==> config.mk <==
export PLATFORM = sky130hd
export DESIGN_NAME = cac_reg_bank
export DESIGN_NICKNAME = d
export VERILOG_FILES = /design/src/verilog/cac_sysreg_decode.v /design/src/verilog/cac_write_gate.v /design/src/verilog/cac_reg_bank.v
export VERILOG_INCLUDE_DIRS = /design/src /design/src/pkg
export SDC_FILE = /design/constraint.sdc
export NUM_CORES = 1
export LEC_CHECK = 0
export BUFFER_PORTS_ARGS = -buffer_cell sky130_fd_sc_hd__buf_2
export CORE_ASPECT_RATIO = 0.5
export CORE_MARGIN = 3
export CORE_UTILIZATION = 51
export CTS_CLUSTER_DIAMETER = 200
export DETAILED_ROUTE_END_ITERATION = 16
export PLACE_DENSITY = 0.76
export SLEW_MARGIN = 40
export SYNTH_ARGS = -nofsm -noshare
export SYNTH_HDL_FRONTEND = slang
export SYNTH_SLANG_ARGS = --single-unit
==> constraint.sdc <==
create_clock -name clk -period 6.8 [get_ports clk]
set_input_delay 0.68 -clock clk [delete_from_list [all_inputs] [get_ports clk]]
set_output_delay 0.68 -clock clk [all_outputs]
set_load 0.01 [all_outputs]
==> src/pkg/cac_consts.vh <==
// constants for the core auxiliary and build configuration register bank
// assumes inclusion by bare name from the design files
`ifndef CAC_CONSTS_VH
`define CAC_CONSTS_VH

// system-register encoding fields shared by the bank
`define CAC_OP0 2'h3
`define CAC_OP1 3'h0
`define CAC_CRN 4'hF
`define CAC_CRM_AUX 4'h1
`define CAC_CRM_CFG 4'h0
`define CAC_OP2_AUX0 3'h0
`define CAC_OP2_AUX2 3'h1
`define CAC_OP2_AUX3 3'h2
`define CAC_OP2_CFG 3'h0

// one-hot select positions
`define CAC_SEL_W 4
`define CAC_SEL_AUX0 0
`define CAC_SEL_AUX2 1
`define CAC_SEL_AUX3 2
`define CAC_SEL_CFG 3
`define CAC_NUM_AUX 3

// privilege levels
`define CAC_EL0 2'h0
`define CAC_EL1 2'h1
`define CAC_EL2 2'h2
`define CAC_EL3 2'h3

// widths and reset values
`define CAC_AUX_W 64
`define CAC_CFG_W 32
`define CAC_AUX_RESET 64'h0000000000000000
`define CAC_CFG_PAD_W 29
`define CAC_CFG_PAD 29'h00000000
`define CAC_RDATA_ZERO 64'h0000000000000000
`define CAC_CFG_HI_ZERO 32'h00000000

// build configuration fields
`define CAC_CFG_SNOOP_BIT 2
`define CAC_CFG_ECC_MSB 1
`define CAC_CFG_ECC_LSB 0
`define CAC_ECC_ABSENT 2'h0
`define CAC_ECC_PRESENT 2'h1

`endif

==> src/verilog/cac_sysreg_decode.v <==
// system-register encoding decoder for the auxiliary/config bank
// assumes the encoding fields are stable while req_valid is high
`timescale 1ns/10ps
`include "cac_consts.vh"

module cac_sysreg_decode (
  // encoding fields
  input wire [1:0] op0,
  input wire [2:0] op1,
  input wire [3:0] crn,
  input wire [3:0] crm,
  input wire [2:0] op2,
  // one-hot register select, all zero when unmapped
  output reg [`CAC_SEL_W-1:0] sel
);

  function match;
    input [3:0] crm_in;
    input [2:0] op2_in;
    input [3:0] crm_ref;
    input [2:0] op2_ref;
    begin
      match = (op0 == `CAC_OP0) && (op1 == `CAC_OP1) && (crn == `CAC_CRN) &&
              (crm_in == crm_ref) && (op2_in == op2_ref);
    end
  endfunction

  always @* begin
    sel = {`CAC_SEL_W{1'b0}};
    sel[`CAC_SEL_AUX0] = match(crm, op2, `CAC_CRM_AUX, `CAC_OP2_AUX0);
    sel[`CAC_SEL_AUX2] = match(crm, op2, `CAC_CRM_AUX, `CAC_OP2_AUX2);
    sel[`CAC_SEL_AUX3] = match(crm, op2, `CAC_CRM_AUX, `CAC_OP2_AUX3);
    sel[`CAC_SEL_CFG] = match(crm, op2, `CAC_CRM_CFG, `CAC_OP2_CFG);
  end

endmodule // cac_sysreg_decode

==> src/verilog/cac_write_gate.v <==
// write permission and trap target for the auxiliary control registers
// assumes the enable bits and security state are held steady by the core
`timescale 1ns/10ps
`include "cac_consts.vh"

module cac_write_gate (
  // access context
  input wire [1:0] req_el,
  input wire is_aux0,
  // gating state
  input wire monitor_aux_write_enable,
  input wire hyp_aux_write_enable,
  input wire nonsecure_state_bit,
  // verdict
  output reg allow,
  output reg [1:0] trap_el
);

  reg hyp_ok;

  always @* begin
    hyp_ok = 1'b1;
    allow = 1'b1;
    trap_el = `CAC_EL3;
    case (req_el)
      `CAC_EL3: begin
        allow = 1'b1;
      end
      `CAC_EL2: begin
        allow = monitor_aux_write_enable;
        trap_el = `CAC_EL3;
      end
      `CAC_EL1: begin
        // secure state skips the hypervisor check for the first register only
        if (is_aux0) begin
          hyp_ok = hyp_aux_write_enable | ~nonsecure_state_bit;
        end else begin
          hyp_ok = hyp_aux_write_enable;
        end
        allow = monitor_aux_write_enable & hyp_ok;
        trap_el = hyp_ok ? `CAC_EL3 : `CAC_EL2;
      end
      default: begin
        allow = 1'b0;
      end
    endcase
  end

endmodule // cac_write_gate

==> src/verilog/cac_reg_bank.v <==
// core auxiliary control and build configuration register bank
// assumes one request per cycle at most, answered on the next edge
`timescale 1ns/10ps
`include "cac_consts.vh"

module cac_reg_bank (
  // clock and reset
  input wire clk,
  input wire nrst,
  // system-register move request
  input wire req_valid,
  input wire req_write,
  input wire [1:0] req_el,
  input wire [1:0] req_op0,
  input wire [2:0] req_op1,
  input wire [3:0] req_crn,
  input wire [3:0] req_crm,
  input wire [2:0] req_op2,
  input wire [`CAC_AUX_W-1:0] req_wdata,
  // gating state from higher-level controls
  input wire monitor_aux_write_enable,
  input wire hyp_aux_write_enable,
  input wire nonsecure_state_bit,
  // build straps, caught while reset is held
  input wire cluster_snoop_unit_flag,
  input wire ecc_present,
  // response
  output wire rsp_valid,
  output wire [`CAC_AUX_W-1:0] rsp_rdata,
  output wire rsp_trap,
  output wire [1:0] rsp_trap_el,
  output wire rsp_undef
);

  wire [`CAC_SEL_W-1:0] sel;
  wire gate_allow;
  wire [1:0] gate_trap_el;
  wire [`CAC_NUM_AUX-1:0] aux_sel;
  wire hit;
  wire is_cfg;
  wire undef;
  wire aux_write;
  wire write_ok;
  reg [`CAC_AUX_W-1:0] aux_ff [0:`CAC_NUM_AUX-1];
  reg [`CAC_CFG_W-1:0] cfg_ff;
  reg rsp_valid_ff;
  reg [`CAC_AUX_W-1:0] rsp_rdata_ff;
  reg rsp_trap_ff;
  reg [1:0] rsp_trap_el_ff;
  reg rsp_undef_ff;
  reg [`CAC_AUX_W-1:0] nxt_rdata;
  genvar gi;

  cac_sysreg_decode u_decode (
    .op0(req_op0),
    .op1(req_op1),
    .crn(req_crn),
    .crm(req_crm),
    .op2(req_op2),
    .sel(sel)
  );

  cac_write_gate u_gate (
    .req_el(req_el),
    .is_aux0(sel[`CAC_SEL_AUX0]),
    .monitor_aux_write_enable(monitor_aux_write_enable),
    .hyp_aux_write_enable(hyp_aux_write_enable),
    .nonsecure_state_bit(nonsecure_state_bit),
    .allow(gate_allow),
    .trap_el(gate_trap_el)
  );

  assign aux_sel = sel[`CAC_SEL_AUX3:`CAC_SEL_AUX0];
  assign hit = |sel;
  assign is_cfg = sel[`CAC_SEL_CFG];
  // unmapped, user level, or a write to the read-only register
  assign undef = req_valid & (~hit | (req_el == `CAC_EL0) | (is_cfg & req_write));
  assign aux_write = req_valid & req_write & (|aux_sel) & ~undef;
  assign write_ok = aux_write & gate_allow;

  // one unbanked copy per register, no security-state index
  generate
    for (gi = 0; gi < `CAC_NUM_AUX; gi = gi + 1) begin : g_aux
      always @(posedge clk) begin
        if (!nrst) begin
          aux_ff[gi] <= `CAC_AUX_RESET;
        end else if (write_ok && aux_sel[gi]) begin
          aux_ff[gi] <= req_wdata;
        end
      end
    end
  endgenerate

  // straps are sampled while reset is held and frozen afterwards
  always @(posedge clk) begin
    if (!nrst) begin
      cfg_ff <= {`CAC_CFG_PAD, cluster_snoop_unit_flag,
                 (ecc_present ? `CAC_ECC_PRESENT : `CAC_ECC_ABSENT)};
    end
  end

  always @* begin
    nxt_rdata = `CAC_RDATA_ZERO;
    if (req_valid && !req_write && !undef) begin
      if (is_cfg) begin
        nxt_rdata = {`CAC_CFG_HI_ZERO, cfg_ff};
      end else if (aux_sel[`CAC_SEL_AUX0]) begin
        nxt_rdata = aux_ff[`CAC_SEL_AUX0];
      end else if (aux_sel[`CAC_SEL_AUX2]) begin
        nxt_rdata = aux_ff[`CAC_SEL_AUX2];
      end else if (aux_sel[`CAC_SEL_AUX3]) begin
        nxt_rdata = aux_ff[`CAC_SEL_AUX3];
      end
    end
  end

  always @(posedge clk) begin
    if (!nrst) begin
      rsp_valid_ff <= 1'b0;
      rsp_rdata_ff <= `CAC_RDATA_ZERO;
      rsp_trap_ff <= 1'b0;
      rsp_trap_el_ff <= `CAC_EL0;
      rsp_undef_ff <= 1'b0;
    end else begin
      rsp_valid_ff <= req_valid;
      rsp_rdata_ff <= nxt_rdata;
      rsp_trap_ff <= aux_write & ~gate_allow;
      rsp_trap_el_ff <= (aux_write & ~gate_allow) ? gate_trap_el : `CAC_EL0;
      rsp_undef_ff <= undef;
    end
  end

  assign rsp_valid = rsp_valid_ff;
  assign rsp_rdata = rsp_rdata_ff;
  assign rsp_trap = rsp_trap_ff;
  assign rsp_trap_el = rsp_trap_el_ff;
  assign rsp_undef = rsp_undef_ff;

endmodule // cac_reg_bank

=== Word level (Yosys, flattened, before mapping) ===
Memory sizes are Yosys's and may differ from the RTL's.
Cells that the tools add are included.

* Word-level logic and storage cells: 86
* Output and inout port bits: 69
* Memories: 1
* Bits in latches: 0
* Flip-flop bits (word level): 72
* Memory bits (writable): 192
* ROM bits: 0

* Reductions and logical operators: 25
* Eq/ne operators: 8
* Magnitude comparators: 0
* Shift-type cells: 0
* Divide/modulo/power cells: 0
* Add/sub/neg operators: 0
* Multiplexer cells: 23
* Multiply operators: 0
* Bitwise operators: 21

{| class="wikitable"
|+ Memory list
! name !! depth !! width !! rd ports !! clocked after Yosys merged registers in !! wr ports !! RTL line !! text
|-
| aux_ff || 3 || 64 || 3 || 0 || 3 || cac_reg_bank.v:44 || <nowiki>reg [`CAC_AUX_W-1:0] aux_ff [0:`CAC_NUM_AUX-1];</nowiki>
|}

{| class="wikitable"
|+ Operators with widths
! kind !! count
|-
| two-way mux 64 bit || 6
|-
| two-way mux 1 bit || 14
|-
| logical AND 1 bit || 13
|-
| bitwise AND 1 bit || 8
|-
| NOT 1 bit || 7
|-
| equality test 2 bit, second input constant || 3
|-
| logical NOT 3 bit || 2
|-
| bitwise OR 1 bit || 6
|-
| OR reduction 3 bit || 2
|-
| equality test 4 x 1 -> 1 bit, second input constant || 1
|-
| equality test 4 bit, second input constant || 1
|-
| logical NOT 4 bit || 1
|-
| AND reduction 2 bit || 2
|-
| OR reduction 4 bit || 1
|-
| equality test 3 x 1 -> 1 bit, second input constant || 1
|-
| equality test 3 x 2 -> 1 bit, second input constant || 1
|-
| two-way mux 3 bit || 1
|-
| case mux 1 bit (3 select lines) || 1
|-
| equality test 2 x 1 -> 1 bit, second input constant || 1
|-
| logical NOT 1 bit || 2
|-
| logical NOT 2 bit || 1
|-
| two-way mux 2 bit || 1
|-
| OR reduction 2 bit || 1
|}

=== Longest topological paths before layout ===
Gate-level depths: netlist of run 1.

* Depth in word-level cells: 18
* Gate-level depth with buffers: 8

=== Cells and area by module ===
From an unflattened synthesis of run 1, not the netlist that was laid out.

* Cells, all modules: 753
* Area total of the unflattened synthesis: 10,466.3 um^2

{| class="wikitable"
|+ By module, submodules not included
! module !! seq. area each (um^2) !! area an instance (um^2) !! cells each !! instances
|-
| cac_reg_bank || 7,206.9 || 10,324.9 || 732 || 1
|-
| cac_sysreg_decode || 0.0 || 96.3 || 13 || 1
|-
| cac_write_gate || 0.0 || 45.0 || 8 || 1
|}

=== Worst setup path after synthesis of run 1 ===
Ideal clock, no wire load.

* Kind: input port to flip-flop
* From: in req_crm[1]
* To: mem aux_ff[2][0] in the netlist's numbering (enable)
* Cell stages on the path: 4
* Path slack: -0.330 ns
* Path buffers: 0
* Data required time: 6.219 ns
* Arrival: 6.548 ns
* Setup time: 0.581 ns
* Cell sequence: or4_4 nor4_4 nand2_2 o31ai_1

{| class="wikitable"
|+ RTL lines
! what !! RTL line !! text
|-
| start, declared || cac_reg_bank.v:17 || <nowiki>input wire [3:0] req_crm,</nowiki>
|-
| end, declared || cac_reg_bank.v:44 ||
|}

==> results of run 1 <==
==> cell type report <==
cell class,count,area (um^2)
clock buffers,36,654.4
well taps,266,332.8
clock inverters,6,55.05
repair buffers,174,934.6
multi-input cells,505,2923
fillers,1533,7559
flip-flops and latches,263,7207
inverters,5,18.77
==> placed cells by master (no fill, tap or decap), drive strengths merged, types with 2 or more instances in the layout <==
cell type,instances
edfxtp,194
and2,193
buf,174
nand2,74
dfxtp,69
nor2,69
o21ai,68
a211oi,62
clkbuf,36
nand3,6
a21oi,6
inv,6
nor3,4
nor4,4
clkinv,4
nor4b,2
and3,2
a311oi,2
a22o,2
==> metrics by stage <==
stage	utilization, %	cells	setup slack, ns	instance area (um^2)	hold WS [ns]
floorplan	-	826	1.518	10360	0.4887
global placement	57.69	1209	2.612	11360	0.4997
detailed placement	58.00	1213	2.534	11420	0.5101
CTS	61.60	1255	3.061	12130	0.3440
global route	61.60	1255	2.881	12130	0.3336
finish	61.60	1255	3.051	12130	0.3617
==> flip-flops by register name, indices dropped and copies added (netlist names) <==
name and count:
aux_ff 192, rsp_rdata 64, cfg_ff 2, rsp_trap_el 2, rsp_trap 1, rsp_undef 1, rsp_valid 1
==> final timing paths <==
check                              startpoint            end  slack [ns]  cells past startpoint
worst max-delay path               req_crm[1]  aux_ff[2][52]        3.05                      7
worst min-delay path              ecc_present      cfg_ff[0]        0.36                      1
worst max register to register  aux_ff[2][31]  rsp_rdata[31]        5.84                      2
worst min register to register   aux_ff[1][6]   rsp_rdata[6]        0.52                      2
==> power breakdown <==
| group | internal (W) | total, W | switching [W] | leakage (nW) |
|---|---|---|---|---|
| combinational | 0.0000291 | 0.0000883 | 0.0000592 | 1.73 |
| sequential | 0.00178 | 0.00179 | 0.0000162 | 2.40 |
| clock | 0.000700 | 0.00125 | 0.000546 | 0.344 |
==> cells by family after synthesis <==
| group | count (synthesis) | synth area share (%) |
|---|---|---|
| AOI/OAI and AO/OA | 143 | 8.677 |
| buffers and inverters | 58 | 2.719 |
| DFF | 263 | 69.61 |
| and+or+nand+nor | 362 | 19.00 |
==> worst register-to-register path: stages (launching register included) <==
cell      delay, ns
edfxtp_1       0.32
o21ai_0        0.08
a211oi_1       0.43
==> metal layers <==
metal / up-vias / share of wire (%)
met5: - / 0.14
met4: 6 / 2.7
met3: 56 / 5.2
met2: 197 / 51
met1: 3341 / 41
li1: 3192 / -
==> out/qor.csv, run 1 <==
metric,value,unit
Post-synth top cells,"194 x edfxtp_1, 193 x and2_1, 73 x nand2_1",
CP max-delay cell,buf_4,
clk_lat worst skew,0.51,ns
Final Skew,0.007761,ns
CTS max path bufs,3,
Starting Density,52.60,%
CTS Sinks,263,
TritonCTS clock tree,built,
Final Hold Fails,0,
core region area,19680,um^2
Ys Warns,0,
headroom to the max-slew limit,46.75,%
"most used cell, CP",buf_4,
CP Cell Sequence,buf_2 -> or4_4 -> nor4_4 -> buf_4 -> nand2_1 -> o31ai_4 -> buf_4,
setup TNS,0,ns
Max IR drop VDD,117.1,uV
RSZ-0062 raised after global routing,false,
final net count,1063,
number of port buffers,159,
Max Slew Vio Count,0,
run status,"finished, final reports clean",
DR vias/cell,5.412,
"Worst Path Class, Setup",in -> reg,
Num CTS Buffers,23,
Synth async-reset ratio,0,%
post-synthesis cell type count,36,
synthesized netlist cell count,826,
Syn Area/Cell,12.53,um^2
Post-route DRC,0,
"Cell Area, Synth",10350,um^2
DR WL/cell,18.22,um
M1 GR Usage,25.91,%
post-DP HPWL,13.78,mm
synthesis-to-layout area growth,17.11,%
syn nets,917,
num ports,160,
GP Congestion,0.8460,
Worst setup EP type,flip-flop,
#FFs+latches synth,263,
"CTS clk-pin slew, worst paths",0.07,ns
main area contributors after synthesis,"edfxtp_1 56%, dfxtp_1 13%, and2_1 12%",
Die ar.,22150,um^2
Least-Margin Pin Slew,0.7988,ns
1st-pass router iterations,5,
min Tclk post-route,3.749,ns
post-CTS sizing,0,
vias,6792,
Routed Antenna Nets,0,
Synth top area share,56.27,%
Max Clock Freq,0.2668,GHz
Tcrit/Tclk final,55.13,%
largest net degree at the start of global routing,68,
die height,106.8,um
iteration-0 DRC count of the detailed router,541,
GRT overflow,0,
first-pass GRT wire length,36.66,mm
antenna violations before repair,3,
gr busiest metal,met2,
layout cells sized above 1,22.04,%
routed wire length,22.87,mm
final setup fails,0,
CP max stage delay,0.69,ns
class of the most critical hold timing path,in -> reg,
met3 Use GR,3.712,%
GRT Total Usage,20.56,%
post-CTS setup buffers,0,
WP buf/inv,3,
overall power,0.003126,W
worst path required time,6.94,ns
Antenna Cells,0,
max_cap viols,0,
crit-path max FO,66,
Post-synth EDFFs,194,
sequential fraction of the synthesis area,69.61,%
critical path arrival,3.88,ns
cell family contributing the most delay on the critical path,buffers and inverters,
Cell Rows,36,
die width,207.5,um
CTS H-tree depth,1,
number of global-route vias before repair,7016,
P per Cell Area,257.8,nW/um^2
Synth area leader,edfxtp_1,
CP Launch Type,primary input,
Leakage Power,4.475,nW
Hold Buf Count CTS,0,
met2 global-route usage,36.80,%
root buf cell,clkbuf_16,
"Top FF cell, synth",edfxtp_1,
"count leader, synth",edfxtp_1,
No activity file was read; power rests on OpenSTA's default activity.
==> inputs of run 2 (changes only) <==
--- a/config.mk
+++ b/config.mk
@@ -9,10 +9,10 @@
 export BUFFER_PORTS_ARGS = -buffer_cell sky130_fd_sc_hd__buf_2
 export CORE_ASPECT_RATIO = 0.5
 export CORE_MARGIN = 3
-export CORE_UTILIZATION = 51
+export CORE_UTILIZATION = 56
 export CTS_CLUSTER_DIAMETER = 200
 export DETAILED_ROUTE_END_ITERATION = 16
-export PLACE_DENSITY = 0.76
+export PLACE_DENSITY = 0.79
 export SLEW_MARGIN = 40
 export SYNTH_ARGS = -nofsm -noshare
 export SYNTH_HDL_FRONTEND = slang
==> constraint.sdc (replaced) <==
create_clock -name clk -period 3.7 [get_ports clk]
set_input_delay 0.37 -clock clk [delete_from_list [all_inputs] [get_ports clk]]
set_output_delay 0.37 -clock clk [all_outputs]
set_load 0.01 [all_outputs]
==> run 2 against run 1 <==
Setup slack got worse by 1.7 ns. Final area is 0.65% higher. Core utilization increased by 7.2 points. Hold slack got worse by 0.32 ns. Clock skew up 0.012 ns. Largest power group unchanged. Non-clock buffer count fell by 1. Largest cell class unchanged. Clock power grew 100%.
==> out/qor.csv, run 2 (synthesis results as in run 1) <==
metric,value,unit
Cell Int Power,0.004806,W
Routed Antenna Nets,0,
clk_lat worst skew,0.51,ns
CP Launch Type,primary input,
worst path required time,3.85,ns
largest net degree at the start of global routing,65,
layout cells sized above 1,22.57,%
Final Hold Fails,0,
post-CTS sizing,0,
GRT Total Usage,22.04,%
Max Slew Vio Count,0,
"CTS clk-pin slew, worst paths",0.07,ns
antenna violations before repair,2,
reg-to-reg critical path startpoint,aux_ff[2][51],
setup TNS,0,ns
DR vias/cell,5.471,
Hold Buf Count CTS,0,
number of port buffers,159,
worst setup path startpoint,req_crm[1],
run status,"finished, final reports clean",
"Worst Path Class, Setup",in -> reg,
RSZ-0062 raised after global routing,false,
"non-filler cells, final",1224,
fill cell count,1261,
final net count,1062,
GP Congestion,0.8568,
"commonest non-fill, non-tap cells in the layout","194 x edfxtp_1, 192 x and2_1, 159 x buf_2",
net switching power,0.001176,W
Placed Area,11400,um^2
met3 Use GR,3.524,%
switch share,19.66,%
Num CTS Buffers,23,
Worst setup EP type,flip-flop,
Cell Rows,34,
Starting Density,58.37,%
overall power,0.005982,W
CP Cell Sequence,buf_2 -> or4_4 -> nor3_1 -> and3_1 -> nand3_1 -> o21ai_4 -> buf_12,
gr busiest metal,met2,
Tcrit/Tclk final,64.19,%
Post-route DRC,0,
critical path arrival,2.53,ns
routed wire length,22.78,mm
number of global-route vias before repair,6760,
Die ar.,20260,um^2
CP max-delay cell,or4_4,
M1 GR Usage,28.83,%
synthesis-to-layout area growth,17.87,%
Final Skew,0.01981,ns
min Tclk post-route,2.375,ns
1st-pass router iterations,5,
dpl cells,1180,
met2 global-route usage,38.97,%
P per Cell Area,490.2,nW/um^2
Worst R2R Path Depth,2,
final setup fails,0,
Max IR drop VDD,304.9,uV
die width,198.3,um
worst setup path endpoint,aux_ff[0][29],
CTS max path bufs,3,
DR WL/cell,18.61,um
CTS H-tree depth,1,
num ports,160,
Max Clock Freq,0.4211,GHz
post-DP HPWL,12.90,mm
class of the most critical hold timing path,in -> reg,
Sequential Power Share,55.0,%
post-CTS setup buffers,0,
fin area,12200,um^2
first-pass GRT wire length,34.80,mm
register bank with the most flops,aux_ff,
crit-path max FO,64,
GRT overflow,0,
die height,102.2,um
max_cap viols,0,
CP max stage delay,0.58,ns
headroom to the max-slew limit,46.31,%
"commonest non-fill, non-tap cell in the layout",edfxtp_1,
Logic pwr share,2.7,%
Least-Margin Pin Slew,0.8054,ns
root buf cell,clkbuf_16,
CTS Sinks,263,
FF-to-FF setup slack,2.77,ns
vias,6697,
Largest register FFs,192,
Crit Reg-Reg Endpoint,rsp_rdata[51],
core region area,17740,um^2
TritonCTS clock tree,built,
iteration-0 DRC count of the detailed router,483,
Leakage Power,4.526,nW
clock network power share,42.3,%
run 2: how the worst min path moves through the flow:
stage	startpoint	depth (start not counted)	slack, ns	endpoint
floorplan	ecc_present	0	0.47	cfg_ff[0]
global placement	aux_ff[1][42]	2	0.50	rsp_rdata[42]
detailed placement	aux_ff[1][3]	2	0.51	rsp_rdata[3]
CTS	cluster_snoop_unit_flag	1	0.03	cfg_ff[2]
global route	cluster_snoop_unit_flag	1	0.03	cfg_ff[2]
finish	cluster_snoop_unit_flag	1	0.04	cfg_ff[2]
run 2: power by group through the flow:
stage / logic (W) / clock network (W) / registers [W]
finish: 0.000162 / 0.00253 / 0.00329
global route: 0.000177 / 0.00267 / 0.00330
CTS: 0.000163 / 0.00256 / 0.00329
detailed placement: 0.000162 / 0 / 0.00336
global placement: 0.000159 / 0 / 0.00335
floorplan: 0.0000577 / 0 / 0.00335
run 2: metrics by stage:
| stage | setup slack [ns] | hold slack [ns] | util (%) |
|---|---|---|---|
| 3_3_place_gp | 0.8658 | 0.4993 | 64.27 |
| 5_1_grt | 1.205 | 0.02902 | 68.80 |
| 2_1_floorplan | 0.01175 | 0.4689 | - |
| 3_5_place_dp | 0.8146 | 0.5072 | 64.27 |
| 4_1_cts | 1.336 | 0.02586 | 68.77 |
| 6_report | 1.325 | 0.04308 | 68.80 |
run 2: layer usage:
metal	vias up	wire, um
met1	3274	9730
li1	3196	-
met3	41	1084
met4	0	509
met5	-	0
met2	186	11450
run 2: area by class of cell:
cell class	count	area [um^2]	share of cell area (%)
Tap cell	234	292.8	2.399
Clock buffer	31	635.6	5.208
Inverter	5	18.77	0.1538
Timing Repair Buffer	173	963.4	7.894
Sequential cell	263	7207	59.05
Antenna cell	2	5.005	0.04101
Clock inverter	11	162.7	1.333
Multi-Input combinational cell	505	2919	23.92
run 2: critical path, delay by kind of cell:
kind / cells / cell delay [ns]
AOI/OAI and AO/OA: 1 / 0.17
and+or+nand+nor: 4 / 1.48
buffers and inverters: 2 / 0.46
==> inputs of run 3 (changes only) <==
==> constraint.sdc (replaced) <==
create_clock -name clk -period 2.5 [get_ports clk]
set_input_delay 0.25 -clock clk [delete_from_list [all_inputs] [get_ports clk]]
set_output_delay 0.25 -clock clk [all_outputs]
set_load 0.01 [all_outputs]
==> run 3 against run 2 <==
Setup slack got worse by 0.95 ns. Sequential cell count unchanged. Largest power group unchanged. Sequential share of layout area decreased by 1.1 points. Clock-buffer cell count increased by 2. Critical path type unchanged. Critical endpoint is now aux_ff[2][26]. Largest cell class unchanged. Via count increased by 2.3%.
==> out/qor.csv, run 3 (synthesis results as in run 1) <==
metric,value,unit
antenna violations before repair,2,
final net count,1082,
Cell Rows,34,
Hold Buf Count CTS,3,
Max Clock Freq,0.4703,GHz
Post-route DRC,0,
worst hold margin,0.02171,ns
Logic pwr share,3.0,%
final setup fails,0,
vias,6848,
worst path required time,2.87,ns
register area,7207,um^2
Final Hold Fails,0,
Max IR drop VDD,540.6,uV
overall power,0.008667,W
P per Cell Area,696.9,nW/um^2
Starting Density,58.37,%
TritonCTS clock tree,built,
"commonest non-fill, non-tap cells in the layout","194 x edfxtp_1, 192 x and2_1, 159 x buf_2",
Largest register FFs,192,
Leakage Power,4.650,nW
cell family contributing the most delay on the critical path,simple AND/OR/NAND/NOR gates,
class of the most critical hold timing path,in -> reg,
layout cells sized above 1,23.61,%
clock network power share,40.8,%
Die ar.,20260,um^2
max_cap viols,0,
CP max-delay cell,dlygate4sd3_1,
fill cell count,1240,
DR vias/cell,5.505,
"CTS clk-pin slew, worst paths",0.07,ns
routed wire length,22.93,mm
Max Slew Vio Count,0,
DR WL/cell,18.44,um
Num CTS Buffers,23,
GRT Total Usage,23.20,%
multi-input logic area,2924,um^2
Sequential Power Share,56.2,%
Tcrit/Tclk final,85.05,%
headroom to the max-slew limit,52.83,%
Routed Antenna Nets,0,
die width,198.3,um
post-CTS setup buffers,0,
number of port buffers,159,
iteration-0 DRC count of the detailed router,515,
largest net degree at the start of global routing,47,
net switching power,0.001741,W
die height,102.2,um
critical path arrival,2.49,ns
clk_lat worst skew,0.52,ns
switch share,20.09,%
CTS H-tree depth,1,
post-CTS sizing,0,
run status,"finished, final reports clean",
first-pass GRT wire length,36.73,mm
Worst setup EP type,flip-flop,
num ports,160,
CP Launch Type,primary input,
1st-pass router iterations,5,
Least-Margin Pin Slew,0.7065,ns
RSZ-0062 raised after global routing,false,
post-DP HPWL,14.40,mm
"commonest non-fill, non-tap cell in the layout",edfxtp_1,
CTS max path bufs,3,
root buf cell,clkbuf_16,
CP max stage delay,0.52,ns
CP Cell Sequence,dlygate4sd3_1 -> buf_2 -> nand2_1 -> nor4b_1 -> nand2_2 -> nor4_4 -> buf_4 -> and2_1,
WP buf/inv,3,
CTS Sinks,263,
core region area,17740,um^2
crit-path max FO,37,
number of global-route vias before repair,7110,
GP Congestion,0.8906,
GRT overflow,0,
"Worst Path Class, Setup",in -> reg,
min Tclk post-route,2.126,ns
Cell Int Power,0.006926,W
synthesis-to-layout area growth,20.11,%
register bank with the most flops,aux_ff,
Final Skew,0.02008,ns
[run 3: cell types whose count changed in the layout (fill, tap and decap cells not counted), sizes merged]
cell         before  now
clkbuf           31   33
dlygate4sd3       0    3
buf             173  190
bufinv            4    2
[run 3: power by group through the flow]
stage          Combinational (W)  Clock [W]  Sequential (W)
6_report                0.000263    0.00353         0.00487
3_3_place_gp            0.000253          0         0.00496
2_1_floorplan          0.0000858          0         0.00496
3_5_place_dp            0.000260          0         0.00497
4_1_cts                 0.000264    0.00358         0.00487
5_1_grt                 0.000286    0.00376         0.00488
[run 3: worst paths after layout]
kind | start | to | slack [ns] | depth (start not counted)
setup reg to reg | aux_ff[2][49] | rsp_rdata[49] | 1.53 | 2
setup / recovery | req_valid | aux_ff[2][26] | 0.37 | 8
hold / removal | hyp_aux_write_enable | rsp_trap_el[0] | 0.02 | 2
hold reg to reg | aux_ff[1][8] | rsp_rdata[8] | 0.51 | 2
[run 3: layer usage]
metal / part of all wire [%] / wire, um / global-route usage (%)
met3: 4.5 / 1024 / 3.327
met2: 51 / 11680 / 41.22
met4: 2.2 / 501 / 6.029
met1: 42 / 9728 / 30.65
met5: 0 / 0 / 0
[run 3: final cells by class]
type                       count  share of cell area, %
inverter                       5                 0.1509
multi-input combinational    505                  23.51
clock inverter                 9                 0.7948
tap                          234                  2.354
sequential                   263                  57.95
clock buffer                  33                  5.172
antenna                        2                0.04025
timing repair buffer         193                  10.02
[run 3: per-stage QoR]
stage / std cells / setup TNS, ns / setup slack, ns / utilization (%) / instance area, um^2
4_1_cts: 1242 / 0 / 0.4047 / 70.07 / 12430
6_report: 1244 / 0 / 0.3738 / 70.10 / 12440
2_1_floorplan: 826 / -127.00 / -0.9905 / - / 10390
3_3_place_gp: 1197 / 0 / 0.07901 / 65.72 / 11660
5_1_grt: 1244 / 0 / 0.1274 / 70.10 / 12440
3_5_place_dp: 1197 / -0.02255 / -0.02255 / 65.72 / 11660
